### config.mk
export PLATFORM = sky130hd
export DESIGN_NAME = fan_commutation_lock_speed_ctrl
export DESIGN_NICKNAME = d
export VERILOG_FILES = /design/src/rtl/fan_ctrl_pkg.sv /design/src/rtl/fan_commutation_lock_speed_ctrl.sv /design/src/rtl/carrier_pwm.sv
export SDC_FILE = /design/constraint.sdc
export NUM_CORES = 1
export LEC_CHECK = 0
export ABC_AREA = 1
export BUFFER_PORTS_ARGS = -buffer_cell sky130_fd_sc_hd__buf_2
export CAP_MARGIN = 10
export CORE_MARGIN = 1
export CORE_UTILIZATION = 35
export CTS_CLUSTER_SIZE = 10
export DETAILED_ROUTE_END_ITERATION = 10
export GPL_TIMING_DRIVEN = 0
export HOLD_SLACK_MARGIN = 0.05
export PLACE_DENSITY_LB_ADDON = 0.25
export SETUP_SLACK_MARGIN = 0.3
export SLEW_MARGIN = 10
export SYNTH_ARGS = -nofsm -noshare
export SYNTH_HDL_FRONTEND = slang
export SYNTH_SLANG_ARGS = --single-unit
### constraint.sdc
create_clock -name clk -period 9.97 [get_ports clk]
set_input_delay 0.4985 -clock clk [delete_from_list [all_inputs] [get_ports clk]]
set_output_delay 0.4985 -clock clk [all_outputs]
set_load 0.01 [all_outputs]
### src/rtl/fan_ctrl_pkg.sv
package fan_ctrl_pkg;

  // ----------------------------------------------------------------
  // clock and timing
  // ----------------------------------------------------------------
  localparam int unsigned CLK_HZ = 10_000_000;
  localparam int unsigned CARRIER_FREQUENCY_HZ = 25_000;
  localparam int unsigned CARRIER_CYCLES = CLK_HZ / CARRIER_FREQUENCY_HZ;
  localparam int unsigned LOCK_DETECT_INTERVAL_MS = 300;
  localparam int unsigned LOCK_OFF_INTERVAL_MS = 4200;
  localparam int unsigned STANDBY_DELAY_MS = 25;
  localparam int unsigned CYCLES_PER_MS = CLK_HZ / 1000;

  // ----------------------------------------------------------------
  // speed command scale: level in millivolts
  // ----------------------------------------------------------------
  localparam int unsigned LEVEL_W = 12;
  localparam logic [LEVEL_W-1:0] RAMP_LOW_MV = 12'h1F4;
  localparam logic [LEVEL_W-1:0] RAMP_HIGH_MV = 12'h9C4;
  localparam logic [LEVEL_W-1:0] RAMP_SPAN_MV = RAMP_HIGH_MV - RAMP_LOW_MV;
  localparam logic [LEVEL_W-1:0] DIGITAL_HIGH_MV = 12'hBB8;
  localparam int unsigned PHASE_W = 9;
  localparam int unsigned AVG_SHIFT = 6;
  localparam int unsigned AVG_W = LEVEL_W + AVG_SHIFT;

  // ----------------------------------------------------------------
  // types
  // ----------------------------------------------------------------
  typedef enum logic [3:0] {
    ST_STOP = 4'h1,
    ST_RUN = 4'h2,
    ST_LOCK_OFF = 4'h4,
    ST_QUICK = 4'h8
  } drive_state_t;

  typedef struct packed {
    logic coil_out_a;
    logic coil_out_b;
    logic speed_pulse_out;
  } drive_out_t;

  typedef struct packed {
    logic digital_mode;
    logic digital_in;
    logic [LEVEL_W-1:0] level_mv;
  } speed_cmd_t;

endpackage : fan_ctrl_pkg

### src/rtl/fan_commutation_lock_speed_ctrl.sv
`timescale 1ns/1ps
// How it works
// - north field: coil A low, coil B high, speed pulse low.
// - south field: coil A high, coil B low, speed pulse released high.
// - hall state changes only on threshold crossing, otherwise held.
// - rotor locked beyond 0.3 s: stop driving both coils.
// - after lock shutdown wait 4.2 s, then drive again.
// - internal PWM carrier fixed at 25 kHz.
// - PWM on while command level exceeds 0.5-2.5 V ramp.
// - on-duty equals 50 times command minus 0.5, clamped 0-100 percent.
// - digital command pulse train averaged into a level first.
// - command open or above 2.5 V gives full duty.
// - command below 0.5 V over 25 ms stops motor, lock timing off.
// - command rising above 0.5 V from stop drives at once.
module fan_commutation_lock_speed_ctrl
  import fan_ctrl_pkg::*;
#(
  parameter int unsigned LOCK_DETECT_CYCLES = LOCK_DETECT_INTERVAL_MS * CYCLES_PER_MS,
  parameter int unsigned LOCK_OFF_CYCLES = LOCK_OFF_INTERVAL_MS * CYCLES_PER_MS,
  parameter int unsigned STANDBY_CYCLES = STANDBY_DELAY_MS * CYCLES_PER_MS
)(
  input wire logic clk,
  input wire logic rst,
  input wire logic clk_en,
  input wire logic hall_south,
  input wire logic hall_north,
  input speed_cmd_t speed_cmd,
  output drive_out_t drive_out,
  output logic speed_pulse_oe,
  output logic coil_enable,
  output logic pwm_on
);

  localparam int unsigned TIMER_W = 26;
  localparam logic [TIMER_W-1:0] LOCK_DETECT_LAST = TIMER_W'(LOCK_DETECT_CYCLES - 1);
  localparam logic [TIMER_W-1:0] LOCK_OFF_LAST = TIMER_W'(LOCK_OFF_CYCLES - 1);
  localparam logic [TIMER_W-1:0] STANDBY_LAST = TIMER_W'(STANDBY_CYCLES - 1);

  logic field_south_q;
  logic field_south_d;
  logic field_prev_q;
  logic hall_edge;
  logic [AVG_W-1:0] avg_q;
  logic [LEVEL_W-1:0] avg_level;
  logic [LEVEL_W-1:0] cmd_level;
  logic cmd_low;
  logic [TIMER_W-1:0] low_cnt_q;
  logic standby_q;
  logic [TIMER_W-1:0] timer_q;
  drive_state_t state_q;
  logic on_phase;
  logic driving;

  // ----------------------------------------------------------------
  // hall hysteresis latch
  // ----------------------------------------------------------------
  always_comb begin
    field_south_d = field_south_q;
    if (hall_south && !hall_north) begin
      field_south_d = 1'b1;
    end else if (hall_north && !hall_south) begin
      field_south_d = 1'b0;
    end
  end

  always_ff @(posedge clk) begin
    if (rst) begin
      field_south_q <= 1'b0;
      field_prev_q <= 1'b0;
    end else if (clk_en) begin
      field_south_q <= field_south_d;
      field_prev_q <= field_south_q;
    end
  end

  assign hall_edge = field_south_q ^ field_prev_q;

  // ----------------------------------------------------------------
  // speed command averaging
  // ----------------------------------------------------------------
  // first-order filter: avg += (x - avg) >> shift
  always_ff @(posedge clk) begin
    if (rst) begin
      avg_q <= {DIGITAL_HIGH_MV, AVG_SHIFT'(0)};
    end else if (clk_en) begin
      avg_q <= avg_q - AVG_W'(avg_q >> AVG_SHIFT)
        + AVG_W'(speed_cmd.digital_in ? DIGITAL_HIGH_MV : LEVEL_W'(0));
    end
  end

  assign avg_level = avg_q[AVG_W-1:AVG_SHIFT];

  always_comb begin
    cmd_level = speed_cmd.digital_mode ? avg_level : speed_cmd.level_mv;
    if (cmd_level > RAMP_HIGH_MV) begin
      cmd_level = RAMP_HIGH_MV;
    end
  end

  assign cmd_low = (cmd_level < RAMP_LOW_MV);

  // ----------------------------------------------------------------
  // standby detection
  // ----------------------------------------------------------------
  always_ff @(posedge clk) begin
    if (rst) begin
      low_cnt_q <= '0;
      standby_q <= 1'b0;
    end else if (clk_en) begin
      if (!cmd_low) begin
        low_cnt_q <= '0;
        standby_q <= 1'b0;
      end else if (low_cnt_q == STANDBY_LAST) begin
        standby_q <= 1'b1;
      end else begin
        low_cnt_q <= low_cnt_q + TIMER_W'(1);
      end
    end
  end

  // ----------------------------------------------------------------
  // lock protection state machine
  // ----------------------------------------------------------------
  always_ff @(posedge clk) begin
    if (rst) begin
      state_q <= ST_RUN;
      timer_q <= '0;
    end else if (clk_en) begin
      case (state_q)
        ST_STOP: begin
          timer_q <= '0;
          if (!standby_q) begin
            state_q <= ST_QUICK;
          end
        end
        ST_QUICK: begin
          timer_q <= '0;
          state_q <= ST_RUN;
        end
        ST_RUN: begin
          if (standby_q) begin
            state_q <= ST_STOP;
            timer_q <= '0;
          end else if (hall_edge) begin
            timer_q <= '0;
          end else if (timer_q == LOCK_DETECT_LAST) begin
            state_q <= ST_LOCK_OFF;
            timer_q <= '0;
          end else begin
            timer_q <= timer_q + TIMER_W'(1);
          end
        end
        ST_LOCK_OFF: begin
          if (standby_q) begin
            state_q <= ST_STOP;
            timer_q <= '0;
          end else if (timer_q == LOCK_OFF_LAST) begin
            state_q <= ST_RUN;
            timer_q <= '0;
          end else begin
            timer_q <= timer_q + TIMER_W'(1);
          end
        end
        default: begin
          state_q <= ST_RUN;
          timer_q <= '0;
        end
      endcase
    end
  end

  assign driving = (state_q == ST_RUN) || (state_q == ST_QUICK);

  // ----------------------------------------------------------------
  // carrier PWM
  // ----------------------------------------------------------------
  carrier_pwm u_carrier_pwm (
    .clk(clk),
    .rst(rst),
    .clk_en(clk_en),
    .level_mv(cmd_level),
    .on_phase(on_phase)
  );

  // ----------------------------------------------------------------
  // coil and speed pulse outputs
  // ----------------------------------------------------------------
  always_ff @(posedge clk) begin
    if (rst) begin
      drive_out <= '{coil_out_a: 1'b0, coil_out_b: 1'b0, speed_pulse_out: 1'b1};
      coil_enable <= 1'b0;
      pwm_on <= 1'b0;
    end else if (clk_en) begin
      drive_out.coil_out_a <= field_south_q;
      drive_out.coil_out_b <= !field_south_q;
      drive_out.speed_pulse_out <= field_south_q;
      coil_enable <= driving;
      pwm_on <= driving && on_phase;
    end
  end

  // open drain: pulled low only in north field
  assign speed_pulse_oe = !drive_out.speed_pulse_out;

endmodule : fan_commutation_lock_speed_ctrl

### src/rtl/carrier_pwm.sv
`timescale 1ns/1ps
module carrier_pwm
  import fan_ctrl_pkg::*;
(
  input wire logic clk,
  input wire logic rst,
  input wire logic clk_en,
  input wire logic [LEVEL_W-1:0] level_mv,
  output logic on_phase
);

  localparam logic [PHASE_W-1:0] LAST_PHASE = PHASE_W'(CARRIER_CYCLES - 1);

  logic [PHASE_W-1:0] phase_q;
  logic [LEVEL_W-1:0] ramp_reference;

  // ----------------------------------------------------------------
  // carrier counter and ramp
  // ----------------------------------------------------------------
  always_ff @(posedge clk) begin
    if (rst) begin
      phase_q <= '0;
    end else if (clk_en) begin
      if (phase_q == LAST_PHASE) begin
        phase_q <= '0;
      end else begin
        phase_q <= phase_q + PHASE_W'(1);
      end
    end
  end

  // ramp steps span/period mV per cycle from the low end
  assign ramp_reference = RAMP_LOW_MV + LEVEL_W'((32'(phase_q) * 32'(RAMP_SPAN_MV)) / CARRIER_CYCLES);

  always_ff @(posedge clk) begin
    if (rst) begin
      on_phase <= 1'b0;
    end else if (clk_en) begin
      on_phase <= (level_mv > ramp_reference);
    end
  end

endmodule : carrier_pwm

==> metrics.yaml, run 1 <==
route:
  ant_nets: 0
  wl_per_cell_um: 12.34
  vias: 9131
  firstDrtPassIters: 5
  drc_errors: 0
  first_iter_violations: 444
  routed_via_density: 4.870
  wirelength_um: 23140
worst_setup_path:
  start_kind: "flip-flop"
  arrival_ps: 9930
  slowest_stage: "fa_1"
  reg2reg_setup_slack_ps: 320
  worst_path_most_repeated_cell: "nand2_4"
  crit_family: "simple AND/OR/NAND/NOR gates"
  path_max_fanout: 7
  crit_path_end_kind: "flip-flop"
  cp.required_ps: 10250
  critPathKind: "reg -> reg"
  critical_path.max_stage_delay_ps: 540
  r2r_end: "u_carrier_pwm.on_phase"
  rr_worst_depth: 66
  path_depth: 66
  crit_buf_inv: 4
  reg2reg_from: "u_carrier_pwm.phase_q[5]"
  worstSetupStartpoint: "u_carrier_pwm.phase_q[5]"
pwr:
  swShare_pct: 46.11
  p_leak_nw: 5.536
  internal-power_w: 0.001021
  seq_power_share_pct: 22.6
  comb_power_share_pct: 58.8
  report.power.total_w: 0.001894
  p_sw_w: 0.0008735
  peakVddDrop_v: 0.0001032
  power.density_nw_per_um2: 165.8
  clockPowerShare_pct: 18.6
cts:
  clock_sinks: 91
  cts_tree: "yes"
  cts_htree_levels: 3
  cts_hold_buf: 0
  clkLatencyLatePin_ps: 360
  cts-root-buf: "clkbuf_16"
  clk_pin_slew_ps: 80
  clockBufferDepth: 2
  cts_buffers: 9
final_layout:
  syn_to_final_growth_pct: 18.20
  layout-drive-gt1-share_pct: 19.82
  final_common_cell: "nand2_1"
  final_cell_mix: "278 x nand2_1, 246 x inv_1, 99 x nor2_1, 97 x a21oi_1, 84 x nand3_1"
  final_nets: 1662
  antenna_cells: 0
timing:
  fin_skew_ps: 15.66
  slew_headroom_pct: 38.70
  worstMarginPinSlew_ps: 912.9
  finalSetupViolCount: 0
  timing.final.max_slew_violations: 0
  min_period_over_period_pct: 96.79
  rsz0062_at_grt: "yes"
  period_needed_ps: 9650
  fin_hold_ws_ps: 449.0
  finalHoldViolations: 0
  max_freq_mhz: 103.6
placement:
  place_congestion: 0.8366
  io_buffers: 22
  dp_hpwl_um: 17960
global_route:
  antenna_found_initial: 0
  top_usage_layer: "met2"
  grt_max_degree: 20
  grt_pass1_wl_um: 39110
  groute.layer.met2.usage_pct: 28.48
  grt_pass1_vias: 8446
  grtUsageMet1_pct: 22.24
  grt-ovfl-total: 0
  grt.total_usage_pct: 16.55
  use_met3_pct: 1.857
synth:
  synth_top_flop_cell: "dfxtp_1"
  yosysSeqAreaShare_pct: 18.85
  async_reset_ff_share_pct: 0
  syn_inst: 1453
  avgSynthCellArea_um2: 6.652
  syn_nets: 1586
  synth_warnings: 0
  ys_ff_latch: 91
  synth_cell_type_count: 53
  netlist_area_um2: 9666
  synth_edf_count: 0
hold_path:
  holdPathEnd: "low_cnt_q[20]"
  hp-start: "low_cnt_q[20]"
  worstHoldPathCells: 1
  hp-class: "reg -> reg"
floorplanning:
  initial_core_util_pct: 35.76
  rows: 60
  io_pins: 25
  die-area_um2: 28280
  die_w_um: 168.2
  die_height_um: 168.2
  core_area_um2: 27030
run_status:
  status: "complete, no violations"
run:
  cap_violations: 0
[synth_stat cells, types with 28 or more instances]
cell type  count  area [µm²]
nand2_2       55       344.1
nand4_1       33       206.5
a21oi_1      103       515.5
inv_1        251       942.2
o21ai_0       69       345.3
nand2_1      299        1122
nor2_1       104       390.4
fa_1          33       660.6
nand2_4       28       315.3
dfxtp_1       91        1822
nand3_1       99       495.5
ha_1          81        1013
[flip-flops by register name (all words and copies together) (netlist names)]
register	cells
low_cnt_q	26
timer_q	26
avg_q	18
u_carrier_pwm.phase_q	9
state_q	4
drive_out	3
coil_enable	1
field_south_q	1
pwm_on	1
standby_q	1
u_carrier_pwm.on_phase	1
[routing by layer]
layer | vias up | share of wire (%)
met4 | 0 | 1.1
li1 | 4855 | -
met3 | 15 | 1.8
met5 | - | 0
met2 | 68 | 47
met1 | 4193 | 50
[worst reg2reg max path: cells and delay by family (launching register included)]
family / cells / cell delay [ps]
flops: 1 / 390
compound gates: 3 / 510
simple gates: 51 / 5430
buf+inv: 4 / 430
xor+xnor: 1 / 150
fa+ha+maj: 7 / 2640
[final cells by class]
cell class	instances	area [µm²]
Multi-Input combinational cell	1063	7228
Fill cell	2826	15600
Tap cell	341	426.7
Timing Repair Buffer	65	465.4
Sequential cell	91	1849
Clock inverter	7	75.07
Buffer	22	86.33
Inverter	277	1069
Clock buffer	9	225.2
[timing repair]
action / 4_1_cts / 5_1_grt
gates resized for setup: 59 / 74
buffers inserted: 21 / 22
pin swaps: 32 / 62
endpoints found under the setup margin: 1 / 1
hold endpoints to repair: 0 / 0
[worst max-delay path by stage]
stage                                   endpoint  slack (ps)
after CTS                 u_carrier_pwm.on_phase         300
final                     u_carrier_pwm.on_phase         320
after detailed placement  u_carrier_pwm.on_phase        -400
after global routing      u_carrier_pwm.on_phase        -290
after global placement    u_carrier_pwm.on_phase        -250
after floorplan           u_carrier_pwm.on_phase        1050
[kinds of logic after synthesis]
logic type               synth area share (%)
AO/OA/AOI/OAI                           12.17
XOR/XNOR                                2.990
adder cells (fa/ha/maj)                 17.32
buffers and inverters                   11.84
flip-flops                              18.85
AND/OR/NAND/NOR                         36.83
[per-stage QoR]
step | setup WS, ps | setup TNS, ps | instance area, µm² | utilization, % | cells
floorplan | 1047 | 0 | 9666 | - | 1453
finish | 319.6 | 0 | 11420 | 42.27 | 1875
detailed placement | -399.7 | -399.7 | 10200 | 37.75 | 1816
global placement | -251.4 | -251.4 | 10200 | 37.75 | 1816
global route | -285.2 | -285.2 | 11420 | 42.27 | 1875
CTS | 303.4 | 0 | 10910 | 40.37 | 1853
[power groups by stage]
stage               combinational (W)  sequential (W)  clock (W)
finish                        0.00111        0.000429   0.000352
global route                  0.00126        0.000434   0.000378
CTS                           0.00105        0.000429   0.000362
detailed placement           0.000976        0.000439          0
global placement             0.000963        0.000439          0
floorplan                    0.000791        0.000432          0
(Power assumes the default switching activity.)
==> run 2, diff against run 1 <==
RECOVER_POWER = 25   (was unset)
clock period = 10.2 ns   (was 9.97 ns; I/O delays follow)
==> run 2 against run 1 <==
Effect of this change:
- routed wire length is 3.0% lower
- global-route usage decreased by 0.25 points
- register-to-register slack gained 290 ps
- clock power fell by 2%
- maximum frequency up 0.62%
- critical endpoint unchanged
==> metrics.yaml, run 2 (synthesis gave the netlist of run 1 again) <==
worst_setup_path:
  crit_path_end_kind: "flip-flop"
  path_depth: 68
  crit_buf_inv: 4
  cp.required_ps: 10480
  slowest_stage: "fa_1"
  critical_path.max_stage_delay_ps: 540
  start_kind: "flip-flop"
  rr_worst_depth: 68
  worst_path_most_repeated_cell: "nand2_4"
  critPathKind: "reg -> reg"
  arrival_ps: 9870
  crit_family: "simple AND/OR/NAND/NOR gates"
  path_max_fanout: 8
route:
  first_iter_violations: 464
  firstDrtPassIters: 5
  drc_errors: 0
  routed_via_density: 4.867
  ant_nets: 0
  wl_per_cell_um: 12.09
  wirelength_um: 22440
  vias: 9034
pwr:
  power.density_nw_per_um2: 161.2
  peakVddDrop_v: 0.00009870
  p_leak_nw: 5.362
global_route:
  grt-ovfl-total: 0
  grt_max_degree: 20
  grt.total_usage_pct: 16.29
  grt_pass1_vias: 8314
  grt_pass1_wl_um: 38520
  antenna_found_initial: 0
timing:
  period_needed_ps: 9591
  min_period_over_period_pct: 94.03
  fin_skew_ps: 16.23
  timing.final.max_slew_violations: 0
  slew_headroom_pct: 23.90
  max_freq_mhz: 104.3
  rsz0062_at_grt: "yes"
  finalHoldViolations: 0
  finalSetupViolCount: 0
  worstMarginPinSlew_ps: 1130
placement:
  dp_hpwl_um: 17960
  io_buffers: 22
  place_inst: 1816
  place_area_um2: 10200
  place_congestion: 0.8366
floorplanning:
  rows: 60
  die_height_um: 168.2
  core_area_um2: 27030
  die_w_um: 168.2
  initial_core_util_pct: 35.76
  die-area_um2: 28280
  io_pins: 25
final_layout:
  final_cell_mix: "286 x nand2_1, 246 x inv_1, 99 x nor2_1, 98 x a21oi_1, 89 x nand3_1"
  fill_cells: 2864
  layout-drive-gt1-share_pct: 17.23
  final_nets: 1643
  reg.largest.list: "low_cnt_q x26, timer_q x26, avg_q x18"
  final_common_cell: "nand2_1"
  final_cells: 1856
  syn_to_final_growth_pct: 14.51
  fin_area_um2: 11070
  antenna_cells: 0
cts:
  cts_tree: "yes"
  cts_htree_levels: 3
  cts_buffers: 9
  clk_pin_slew_ps: 80
  clock_sinks: 91
  clkLatencyLatePin_ps: 360
  cts-root-buf: "clkbuf_16"
  clockBufferDepth: 2
hold_path:
  hp-class: "reg -> reg"
  worstHoldPathCells: 1
run:
  cap_violations: 0
run_status:
  status: "complete, no violations"
run 2: cell types whose count changed in the layout (fill, tap and decap cells not counted), moves of 4 or more:
| cell | before | now |
|---|---|---|
| buf_4 | 40 | 23 |
| nand3_1 | 84 | 89 |
| buf_2 | 22 | 17 |
| nand2_2 | 62 | 56 |
| nand2_1 | 278 | 286 |
| nand3_4 | 7 | 3 |
| clkbuf_1 | 20 | 26 |
run 2: repair_timing:
| item | CTS | global route |
|---|---|---|
| gates resized for setup | 32 | 63 |
| buffers inserted | 4 | 20 |
| pin swaps | 13 | 37 |
| setup endpoints to repair | 1 | 1 |
| hold buffers | 0 | 0 |
run 2: through the flow:
stage	setup TNS, ps	util, %	total power [W]	worst slack (ps)	hold slack (ps)
2_1_floorplan	0	-	0.001195	1277	422.6
3_3_place_gp	-21.44	37.75	0.001370	-21.44	433.7
3_5_place_dp	-169.7	37.75	0.001383	-169.7	442.5
4_1_cts	0	39.41	0.001747	306.1	454.4
5_1_grt	-107.6	40.95	0.001963	-107.6	483.2
6_report	0	40.95	0.001784	609.0	449.0
run 2: metal layers:
metal	track usage [%]	part of all wire (%)
met2	28.17	47
met5	0	0
met4	3.004	0.72
met3	1.763	2.2
met1	21.98	50
run 2: power by group:
| group | switching, W | internal, W |
|---|---|---|
| clock network | 0.000169 | 0.000175 |
| registers | 0.0000262 | 0.000393 |
| logic | 0.000631 | 0.000391 |
| total | 0.000826 | 0.000958 |
run 2: worst reg2reg max path, delay by kind of cell (launching register included):
kind	cells	cell delay [ps]
flip-flops	1	390
buffers and inverters	4	370
AO/OA/AOI/OAI	5	740
XOR/XNOR	1	100
adder cells (fa/ha/maj)	7	2730
AND/OR/NAND/NOR	51	5200
run 2: worst paths after layout:
check | to | startpoint | slack (ps)
hold / removal | low_cnt_q[20] | low_cnt_q[20] | 450
setup / recovery | u_carrier_pwm.on_phase | u_carrier_pwm.phase_q[5] | 610
hold reg to reg | low_cnt_q[20] | low_cnt_q[20] | 450
setup reg to reg | u_carrier_pwm.on_phase | u_carrier_pwm.phase_q[5] | 610
run 2: cell type report:
class	count	area, µm²	area share (%)
multi-input combinational	1063	7062	63.80
clock buffer	9	225.2	2.035
inverter	277	1064	9.609
tap	341	426.7	3.855
timing repair buffer	46	280.3	2.532
sequential	91	1849	16.71
buffer	22	86.33	0.7800
clock inverter	7	75.07	0.6783
